<file path="src/rtl/cgc_pkg.sv">
// constants for the clock generator configuration registers
package cgc_pkg;
    // byte indices of the register bank
    localparam logic [7:0] IDX_SPREAD = 8'h01;
    localparam logic [7:0] IDX_EDGE = 8'h02;
    localparam logic [7:0] IDX_REF = 8'h03;
    localparam logic [7:0] IDX_RSVD = 8'h04;
    localparam logic [7:0] IDX_IDENT = 8'h05;
    localparam logic [7:0] IDX_PART = 8'h06;
    localparam logic [7:0] IDX_LENGTH = 8'h07;
    // field positions
    localparam int OVR_BIT = 5;
    localparam int SEL_HI = 4;
    localparam int SEL_LO = 3;
    localparam int SWING_HI = 1;
    localparam int EDGE_HI = 2;
    localparam int EDGE_LO = 1;
    localparam int REF_EDGE_HI = 7;
    localparam int REF_EDGE_LO = 6;
    localparam int KEEP_BIT = 5;
    localparam int REF_EN_BIT = 4;
    localparam int LEN_HI = 4;
    // spread codes
    localparam logic [1:0] SPREAD_OFF = 2'h0;
    localparam logic [1:0] SPREAD_RSVD = 2'h2;
    // reset values
    localparam logic RST_OVR = 1'h0;
    localparam logic [1:0] RST_SEL = 2'h0;
    localparam logic [1:0] RST_SWING = 2'h2;
    localparam logic [1:0] RST_EDGE = 2'h3;
    localparam logic [1:0] RST_REF_EDGE = 2'h1;
    localparam logic RST_KEEP = 1'h0;
    localparam logic RST_REF_EN = 1'h1;
    localparam logic [4:0] RST_LENGTH = 5'h08;
    // read values of fixed bytes and reserved bits
    localparam logic [7:0] RSVD_BYTE = 8'hFF;
    localparam logic [4:0] EDGE_RSVD_HI = 5'h1F;
    localparam logic [3:0] REF_RSVD_LO = 4'hF;
    localparam logic [7:0] UNMAPPED_BYTE = 8'h00;
    // serial frame
    localparam logic [3:0] BIT_ACK = 4'h8;
    localparam logic [3:0] BIT_END = 4'h9;
    localparam logic [1:0] STRAP_SETTLE = 2'h3;
endpackage

</file>
<file path="src/rtl/cgc_sync.sv">
// two-flop synchroniser for pin inputs
`timescale 1ns/1ps
`default_nettype none
module cgc_sync #(
    parameter int WIDTH = 1
) (
    input wire logic i_clk,
    input wire logic i_rstn,
    input wire logic [WIDTH-1:0] i_async,
    output logic [WIDTH-1:0] o_sync
);
    typedef struct packed {
        logic [WIDTH-1:0] meta;
        logic [WIDTH-1:0] stable;
    } cgc_sync_st_t;

    cgc_sync_st_t q;
    cgc_sync_st_t d;

    always_comb
    begin
        d.meta = i_async;
        d.stable = q.meta;
    end

    always_ff @(posedge i_clk or negedge i_rstn)
    begin
        if (!i_rstn)
        begin
            q <= '0;
        end
        else
        begin
            q <= d;
        end
    end

    assign o_sync = q.stable;
endmodule
`default_nettype wire

</file>
<file path="src/rtl/cgc_regs.sv">
// serial-bus configuration register bank of the clock generator
// How it works
// - latched three-level spread strap reads at byte 1 bits 7:6 as 00/01/11.
// - byte 1 bit 5 picks strap (0) or software select (1); resets 0.
// - software select 00 off, 01 -0.25%, 10 reserved, 11 -0.5%; resets 0.
// - select bits stored always but only act when override bit is 1.
// - byte 1 bits 1:0 set swing 0.6/0.7/0.8/0.9V; resets to 10.
// - byte 2 bits 2 and 1 edge rate per output, 1 is faster; reset 1.
// - byte 3 bit 5 keeps reference in power-down; bit 4 enables it.
// - byte 4 is reserved and always reads all ones.
// - byte 7 bits 4:0 hold the block-read byte count, default 8.
// - block read sends the count first, then bytes from the set index.
`timescale 1ns/1ps
`default_nettype none
module cgc_regs #(
    parameter logic [6:0] DEV_ADDR = 7'h50,
    parameter logic [3:0] REV_CODE = 4'h5,   // arbitrary value
    parameter logic [3:0] MAKER_CODE = 4'hA, // arbitrary value
    parameter logic [1:0] PART_CLASS = 2'h3, // arbitrary value
    parameter logic [5:0] PART_CODE = 6'h2A  // arbitrary value
) (
    input wire logic I_SYS_CLK,
    input wire logic I_RSTN,
    input wire logic I_SCL,
    input wire logic I_SDA,
    input wire logic [1:0] I_SPREAD_STRAP,
    output logic O_SDA_OUT,
    output logic O_SDA_OE,
    output logic [1:0] O_SPREAD_SEL,
    output logic [1:0] O_SWING_SEL,
    output logic [1:0] O_EDGE_FAST,
    output logic [1:0] O_REF_EDGE,
    output logic O_REF_KEEP_PD,
    output logic O_REF_EN
);
    typedef enum logic [2:0] {
        ST_IDLE, ST_ADDR, ST_CMD, ST_WCNT, ST_WDATA, ST_RDATA, ST_IGNORE
    } cgc_state_t;

    typedef struct packed {
        cgc_state_t state;
        logic scl_p;
        logic sda_p;
        logic [3:0] bitcnt;
        logic [7:0] shreg;
        logic [7:0] idx;
        logic [7:0] left;
        logic first;
        logic nack;
        logic sda_oe;
        logic sda_out;
        logic [1:0] strap_wait;
        logic strap_ok;
        logic [1:0] strap;
        logic sw_ovr;
        logic [1:0] sw_sel;
        logic [1:0] swing;
        logic [1:0] edge_fast;
        logic [1:0] ref_edge;
        logic ref_keep;
        logic ref_en;
        logic [4:0] length;
        logic [1:0] spread;
    } cgc_st_t;

    cgc_st_t q;
    cgc_st_t d;
    logic [3:0] sync_out;
    logic scl_s;
    logic sda_s;
    logic [1:0] strap_s;
    logic start_ev;
    logic stop_ev;
    logic scl_rise;
    logic scl_fall;
    logic receiving;
    logic wr_en;
    logic [7:0] wr_data;
    logic load;
    logic [7:0] tx_byte;
    logic [7:0] rd_now;

    cgc_sync #(
        .WIDTH(4)
    ) u_sync (
        .i_clk(I_SYS_CLK),
        .i_rstn(I_RSTN),
        .i_async({I_SPREAD_STRAP, I_SDA, I_SCL}),
        .o_sync(sync_out)
    );

    assign scl_s = sync_out[0];
    assign sda_s = sync_out[1];
    assign strap_s = sync_out[3:2];

    function automatic logic [7:0] rd_byte(input cgc_st_t s);
        case (s.idx)
            cgc_pkg::IDX_SPREAD: rd_byte = {s.strap, s.sw_ovr, s.sw_sel,
                                            1'b1, s.swing};
            cgc_pkg::IDX_EDGE: rd_byte = {cgc_pkg::EDGE_RSVD_HI,
                                          s.edge_fast, 1'b1};
            cgc_pkg::IDX_REF: rd_byte = {s.ref_edge, s.ref_keep, s.ref_en,
                                         cgc_pkg::REF_RSVD_LO};
            cgc_pkg::IDX_RSVD: rd_byte = cgc_pkg::RSVD_BYTE;
            cgc_pkg::IDX_IDENT: rd_byte = {REV_CODE, MAKER_CODE};
            cgc_pkg::IDX_PART: rd_byte = {PART_CLASS, PART_CODE};
            cgc_pkg::IDX_LENGTH: rd_byte = {3'h0, s.length};
            default: rd_byte = cgc_pkg::UNMAPPED_BYTE;
        endcase
    endfunction

    assign start_ev = scl_s & q.scl_p & q.sda_p & ~sda_s;
    assign stop_ev = scl_s & q.scl_p & ~q.sda_p & sda_s;
    assign scl_rise = scl_s & ~q.scl_p;
    assign scl_fall = ~scl_s & q.scl_p;
    assign receiving = (q.state == ST_ADDR) || (q.state == ST_CMD) ||
                       (q.state == ST_WCNT) || (q.state == ST_WDATA);
    assign rd_now = rd_byte(q);
    assign wr_data = q.shreg;
    assign wr_en = scl_fall && !start_ev && !stop_ev &&
                   q.state == ST_WDATA && q.bitcnt == cgc_pkg::BIT_ACK &&
                   q.left != 8'h00;
    assign load = scl_fall && q.state == ST_RDATA &&
                  q.bitcnt == cgc_pkg::BIT_END && !q.nack;
    assign tx_byte = q.first ? {3'h0, q.length} : rd_now;

    always_comb
    begin
        d = q;
        d.scl_p = scl_s;
        d.sda_p = sda_s;
        // strap is caught once, after the synchroniser has filled
        if (!q.strap_ok)
        begin
            if (q.strap_wait == cgc_pkg::STRAP_SETTLE)
            begin
                d.strap = strap_s;
                d.strap_ok = 1'b1;
            end
            else
            begin
                d.strap_wait = q.strap_wait + 2'h1;
            end
        end
        // reserved software code falls back to spread off
        if (!q.sw_ovr)
            d.spread = q.strap;
        else if (q.sw_sel == cgc_pkg::SPREAD_RSVD)
            d.spread = cgc_pkg::SPREAD_OFF;
        else
            d.spread = q.sw_sel;
        if (start_ev)
        begin
            d.state = ST_ADDR;
            d.bitcnt = 4'h0;
            d.sda_oe = 1'b0;
            d.nack = 1'b0;
        end
        else if (stop_ev)
        begin
            d.state = ST_IDLE;
            d.sda_oe = 1'b0;
        end
        else if (scl_rise && q.state != ST_IDLE && q.state != ST_IGNORE)
        begin
            if (receiving && q.bitcnt < cgc_pkg::BIT_ACK)
                d.shreg = {q.shreg[6:0], sda_s};
            if (q.state == ST_RDATA && q.bitcnt == cgc_pkg::BIT_ACK)
                d.nack = sda_s;
            d.bitcnt = q.bitcnt + 4'h1;
        end
        else if (scl_fall && q.state != ST_IDLE && q.state != ST_IGNORE)
        begin
            if (q.bitcnt == cgc_pkg::BIT_ACK)
            begin
                d.sda_oe = 1'b0;
                case (q.state)
                    ST_ADDR:
                    begin
                        if (q.shreg[7:1] == DEV_ADDR)
                        begin
                            d.sda_oe = 1'b1;
                            d.state = q.shreg[0] ? ST_RDATA : ST_CMD;
                            d.first = 1'b1;
                        end
                        else
                        begin
                            d.state = ST_IGNORE;
                        end
                    end
                    ST_CMD:
                    begin
                        d.idx = q.shreg;
                        d.sda_oe = 1'b1;
                        d.state = ST_WCNT;
                    end
                    ST_WCNT:
                    begin
                        d.left = q.shreg;
                        d.sda_oe = 1'b1;
                        d.state = ST_WDATA;
                    end
                    ST_WDATA:
                    begin
                        // bytes past the announced count are refused
                        if (wr_en)
                        begin
                            d.sda_oe = 1'b1;
                            d.idx = q.idx + 8'h01;
                            d.left = q.left - 8'h01;
                        end
                    end
                    default:
                    begin
                        d.sda_oe = 1'b0;
                    end
                endcase
            end
            else if (q.bitcnt == cgc_pkg::BIT_END)
            begin
                d.bitcnt = 4'h0;
                d.sda_oe = 1'b0;
                if (q.state == ST_RDATA && q.nack)
                    d.state = ST_IGNORE;
                else if (load)
                begin
                    d.sda_oe = ~tx_byte[7];
                    d.shreg = {tx_byte[6:0], 1'b0};
                    d.first = 1'b0;
                    if (!q.first)
                        d.idx = q.idx + 8'h01;
                end
            end
            else if (q.state == ST_RDATA)
            begin
                d.sda_oe = ~q.shreg[7];
                d.shreg = {q.shreg[6:0], 1'b0};
            end
        end
        if (wr_en)
        begin
            case (q.idx)
                cgc_pkg::IDX_SPREAD:
                begin
                    d.sw_ovr = wr_data[cgc_pkg::OVR_BIT];
                    d.sw_sel = wr_data[cgc_pkg::SEL_HI:cgc_pkg::SEL_LO];
                    d.swing = wr_data[cgc_pkg::SWING_HI:0];
                end
                cgc_pkg::IDX_EDGE:
                    d.edge_fast =
                        wr_data[cgc_pkg::EDGE_HI:cgc_pkg::EDGE_LO];
                cgc_pkg::IDX_REF:
                begin
                    d.ref_edge =
                        wr_data[cgc_pkg::REF_EDGE_HI:cgc_pkg::REF_EDGE_LO];
                    d.ref_keep = wr_data[cgc_pkg::KEEP_BIT];
                    d.ref_en = wr_data[cgc_pkg::REF_EN_BIT];
                end
                cgc_pkg::IDX_LENGTH:
                    d.length = wr_data[cgc_pkg::LEN_HI:0];
                default:
                    d.length = q.length;
            endcase
        end
    end

    always_ff @(posedge I_SYS_CLK or negedge I_RSTN)
    begin
        if (!I_RSTN)
        begin
            q <= '{state: ST_IDLE, scl_p: 1'b1, sda_p: 1'b1, bitcnt: 4'h0,
                   shreg: 8'h00, idx: 8'h00, left: 8'h00, first: 1'b0,
                   nack: 1'b0, sda_oe: 1'b0, sda_out: 1'b0,
                   strap_wait: 2'h0, strap_ok: 1'b0, strap: 2'h0,
                   sw_ovr: cgc_pkg::RST_OVR, sw_sel: cgc_pkg::RST_SEL,
                   swing: cgc_pkg::RST_SWING, edge_fast: cgc_pkg::RST_EDGE,
                   ref_edge: cgc_pkg::RST_REF_EDGE,
                   ref_keep: cgc_pkg::RST_KEEP, ref_en: cgc_pkg::RST_REF_EN,
                   length: cgc_pkg::RST_LENGTH,
                   spread: cgc_pkg::SPREAD_OFF};
        end
        else
        begin
            q <= d;
        end
    end

    assign O_SDA_OUT = q.sda_out;
    assign O_SDA_OE = q.sda_oe;
    assign O_SPREAD_SEL = q.spread;
    assign O_SWING_SEL = q.swing;
    assign O_EDGE_FAST = q.edge_fast;
    assign O_REF_EDGE = q.ref_edge;
    assign O_REF_KEEP_PD = q.ref_keep;
    assign O_REF_EN = q.ref_en;
endmodule
`default_nettype wire

</file>
<file path="config.mk">
export PLATFORM = sky130hd
export DESIGN_NAME = cgc_regs
export DESIGN_NICKNAME = d
export VERILOG_FILES = /design/src/rtl/cgc_pkg.sv /design/src/rtl/cgc_sync.sv /design/src/rtl/cgc_regs.sv
export SDC_FILE = /design/constraint.sdc
export NUM_CORES = 1
export LEC_CHECK = 0
export ABC_AREA = 1
export BUFFER_PORTS_ARGS = -buffer_cell sky130_fd_sc_hd__clkbuf_2
export CELL_PAD_IN_SITES_DETAIL_PLACEMENT = 0
export CELL_PAD_IN_SITES_GLOBAL_PLACEMENT = 1
export CORE_MARGIN = 1
export CORE_UTILIZATION = 40
export CTS_BUF_LIST = sky130_fd_sc_hd__clkbuf_4 sky130_fd_sc_hd__clkbuf_8
export DETAILED_ROUTE_END_ITERATION = 6
export GPL_ROUTABILITY_DRIVEN = 1
export PLACE_DENSITY_LB_ADDON = 0.1
export SYNTH_ARGS = -nofsm -noshare
export SYNTH_HDL_FRONTEND = slang
export SYNTH_SLANG_ARGS = --single-unit
</file>
<file path="constraint.sdc">
create_clock -name I_SYS_CLK -period 2.05 [get_ports I_SYS_CLK]
set_input_delay 0.1025 -clock I_SYS_CLK [delete_from_list [all_inputs] [get_ports I_SYS_CLK]]
set_output_delay 0.1025 -clock I_SYS_CLK [all_outputs]
set_load 0.05 [all_outputs]
</file>
==> flow_summary_export.csv <==
group,metric,value,unit
timing,hold_viol_final,0,
timing,fmax,524.5,MHz
run_status,status,"completed",
route,top_layer_used,"met4",
worst_hold_path,hp-class,"in -> async",
finish,layout.area.seq,0.001688,mm^2
flow_run,drv_cap,0,
global_route,grt_max_degree,26,
timing,layout_setup_ws,0.1433,ns
route,drc,0,
synth,synth_fp_nets,538,
cts,cts.sinks,67,
global_route,grt_pass1_wl,16130,um
synth,synth_cells,522,
global_route,track_usage,0.2081,
timing,skew,0.006404,ns
route,viasPerCell,4.921,
setup_path,cp_max_fo,8,
setup_path,cp-end-kind,"register",
timing,min_period,1.907,ns
cts,htree_levels,3,
route,met1_length,5079,um
placed_design,place.gp.congestion,0.8361,
cts,clock_latency,0.35,ns
cts,path_clk_slew,0.08,ns
route,wl,9765,um
route,firstDrtPassIters,4,
setup_path,r2r_end,"O_REF_EDGE[1]$_DFFE_PN0P_",
setup_path,r2r_cells,10,
finish,multi_input_area,0.001962,mm^2
timing,drv_slew,0,
synth,syn_area,0.003933,mm^2
finish,area_delta_synth_final,16.86,%
floorplan,dieArea,0.01023,mm^2
power_and_ir_drop,vdd_drop_max,0.5652,mV
setup_path,regToRegSetupSlack,0.14,ns
timing,finalSetupViolCount,0,
power_and_ir_drop,leakagePower,2.158,nW
placed_design,preCtsSetupSlack,0.02003,ns
route,ant_nets,0,
floorplan,io_pins,18,
floorplan,die_y,101.2,um
finish,n_fill_cell,987,
route,met3_length,204,um
global_route,grt_pass1_vias,3176,
setup_path,start_kind,"register",
finish,n_antenna_cell,0,
cts,cts_buffer_depth,2,
floorplan,rows,35,
setup_path,path_class,"reg -> reg",
timing,finalCritPeriodShare,0.9301,
placed_design,portBuffers,16,
placed_design,post-dp-hpwl,7451,um
global_route,antenna_found_initial,0,
synth,syn_area_per_cell,7.534,um^2
timing,slew_headroom,0.6423,
route,drtIter0Drc,139,
setup_path,arrival,2.13,ns
timing,tightestPinTransition,0.5366,ns
finish,utilization,0.4904,
finish,fin_nets,575,
route,wl_per_cell,14.09,um
cts,cts_inserted_buffers,9,
cts,cts_root_buf,"clkbuf_8",
cts,cts_tree,"done",
setup_path,r2r_start,"q[51]$_DFFE_PN0P_",
floorplan,initial_utilization,0.4196,
synth,yosysWarningCount,0,
synth,ys_ff_latch,67,
floorplan,core_area,0.009371,mm^2
power_and_ir_drop,power_density,853.0,mW/mm^2
timing,rsz0062_at_grt,"yes",
route,routed-via-count,3410,
synth,synth-seq-area-share,0.4289,
synth,synth_cell_types,41,
floorplan,die_w,101.2,um
route,met2_wirelength,4413,um
setup_path,cp_data_required_time,2.28,ns
finish,drive_above_1_share,0.2004,
global_route,gr-total-overflow,0,
power_and_ir_drop,total_power,3.920,mW
[area by class of cell]
cell class,count,share of cell area
tap,129,0.03512
clock inverter,7,0.02695
inverter,62,0.05255
clock buffer,9,0.02695
multi-input combinational,376,0.4269
sequential,67,0.3673
timing repair buffer,43,0.06425
[layout by cell type (no fill, tap or decap), types with 2 or more instances in the layout]
cell and instances:
a31oi_1 2, nor2_2 3, bufinv_16 3, xor2_1 6
nor2_4 5, buf_4 22, nand3_1 21, o211ai_1 2
xnor2_1 3, nand3_2 6, ha_1 10, nand2_4 3
o31ai_1 2, a22oi_1 3, a21oi_1 20, nand2_2 7
inv_2 10, inv_1 49, inv_4 2, nand2_1 138
inv_6 2, clkinvlp_4 2, nor2_1 56, dfrtp_1 58
dlygate4sd3_1 5, clkbuf_2 15, clkbuf_8 9, dfstp_2 8
nor3_1 5, o21ai_2 6, o21ai_0 48, nand4_1 9
o21ai_1 8, o22ai_1 2
[worst max-delay path by stage]
stage | from | endpoint | slack, ns
after global routing | q[51]$_DFFE_PN0P_ | O_REF_EDGE[1]$_DFFE_PN0P_ | -0.02
after floorplan | q[51]$_DFFE_PN0P_ | q[32]$_DFFE_PN0P_ | 0.29
after CTS | q[51]$_DFFE_PN0P_ | O_SWING_SEL[0]$_DFFE_PN0P_ | 0.02
after detailed placement | q[51]$_DFFE_PN0P_ | q[6]$_DFFE_PN0P_ | 0.02
after global placement | q[51]$_DFFE_PN0P_ | q[15]$_DFFE_PN0P_ | 0.08
final | q[51]$_DFFE_PN0P_ | O_REF_EDGE[1]$_DFFE_PN0P_ | 0.14
[power breakdown]
| group | leakage (nW) | internal (mW) | total [mW] | switching [mW] |
|---|---|---|---|---|
| registers | 0.838 | 1.46 | 1.61 | 0.150 |
| clock network | 0.120 | 0.818 | 1.39 | 0.568 |
| logic | 1.20 | 0.297 | 0.921 | 0.624 |
[flip-flops by register name (all words and copies together) (netlist names)]
signal         count
O_SDA_OE           1
O_REF_EDGE         2
q                 40
u_sync.d           4
u_sync.o_sync      4
O_REF_EN           1
O_SWING_SEL        2
wr_data            8
O_EDGE_FAST        2
O_SPREAD_SEL       2
O_REF_KEEP_PD      1
[per-stage QoR]
| stage | cell area, um^2 | hold slack [ns] | setup TNS, ns | instances |
|---|---|---|---|---|
| 2_1_floorplan | 3933 | -0.1931 | 0 | 522 |
| 3_3_place_gp | 4228 | 0.1015 | 0 | 672 |
| 3_5_place_dp | 4228 | 0.1123 | 0 | 672 |
| 4_1_cts | 4528 | 0.2652 | 0 | 693 |
| 5_1_grt | 4596 | 0.2916 | -0.03088 | 693 |
| 6_report | 4596 | 0.2607 | 0 | 693 |
[logic make-up after synthesis]
| family | Yosys count | share of synthesized area |
|---|---|---|
| simple gates | 256 | 0.2835 |
| compound gates | 99 | 0.1435 |
| buf+inv | 79 | 0.08845 |
| flops | 67 | 0.4289 |
| fa+ha+maj | 10 | 0.03182 |
| xor+xnor | 9 | 0.02005 |
| other cells | 1 | 0.0009536 |
| mux | 1 | 0.002863 |
[synth_stat cells]
| library cell | count | area (um^2) |
|---|---|---|
| nor2_4 | 1 | 11.26 |
| nand4_2 | 1 | 12.51 |
| inv_2 | 9 | 33.78 |
| nand3_2 | 6 | 60.06 |
| nor3_4 | 1 | 16.27 |
| o22ai_1 | 2 | 12.51 |
| buf_6 | 1 | 11.26 |
| xnor2_1 | 3 | 26.28 |
| or2_0 | 1 | 6.260 |
| clkinv_2 | 1 | 5.000 |
| o21ai_0 | 48 | 240.2 |
| mux2_2 | 1 | 11.26 |
| conb_1 | 1 | 3.750 |
| o21ai_2 | 5 | 43.79 |
| o211ai_2 | 1 | 12.51 |
| o31ai_1 | 2 | 15.01 |
| inv_4 | 1 | 6.260 |
| nand2_2 | 6 | 37.54 |
| nor3_1 | 5 | 25.02 |
| a31oi_1 | 2 | 12.51 |
| dfrtp_1 | 59 | 1476 |
| clkbuf_1 | 2 | 7.510 |
| a21boi_0 | 1 | 7.510 |
| a22oi_1 | 3 | 22.52 |
| a21oi_1 | 21 | 105.1 |
| nand4_1 | 9 | 56.30 |
| ha_1 | 10 | 125.1 |
| nand3_1 | 21 | 105.1 |
| a21oi_4 | 1 | 16.27 |
| xor2_1 | 6 | 52.55 |
| inv_1 | 51 | 191.4 |
| nand2_1 | 142 | 533.0 |
| nor2_1 | 57 | 214.0 |
| nor2_2 | 6 | 37.54 |
| o211ai_1 | 2 | 15.01 |
| o21ai_1 | 9 | 45.04 |
| buf_2 | 5 | 25.02 |
| a211oi_1 | 1 | 7.510 |
| a31o_2 | 1 | 8.760 |
| buf_4 | 9 | 67.56 |
| dfstp_2 | 8 | 210.2 |
[timing repair]
action | 4_1_cts | 5_1_grt
resized for setup | 1 | 18
setup buffers | 0 | 0
hold endpoints to repair | 22 | 0
hold buffers | 5 | 0
endpoints found under the setup margin | 1 | 34
gates cloned | 0 | 0
pin swaps | 0 | 1
[worst max-delay path, cell delays in order, from the launching register on]
cell	delay [ns]
dfrtp_1	0.41
inv_1	0.10
ha_1	0.16
nand3_2	0.15
nor3_1	0.25
nand2_1	0.12
buf_4	0.16
clkinvlp_4	0.16
nand2_2	0.12
nand2_1	0.07
o21ai_0	0.07
[routing by layer]
| layer | vias up | global-route usage |
|---|---|---|
| met5 | - | 0 |
| met4 | 0 | 0.05463 |
| met3 | 6 | 0.03934 |
| met2 | 39 | 0.3234 |
| met1 | 1611 | 0.2982 |
| li1 | 1754 | - |
Power figures use the tool's default switching activity.
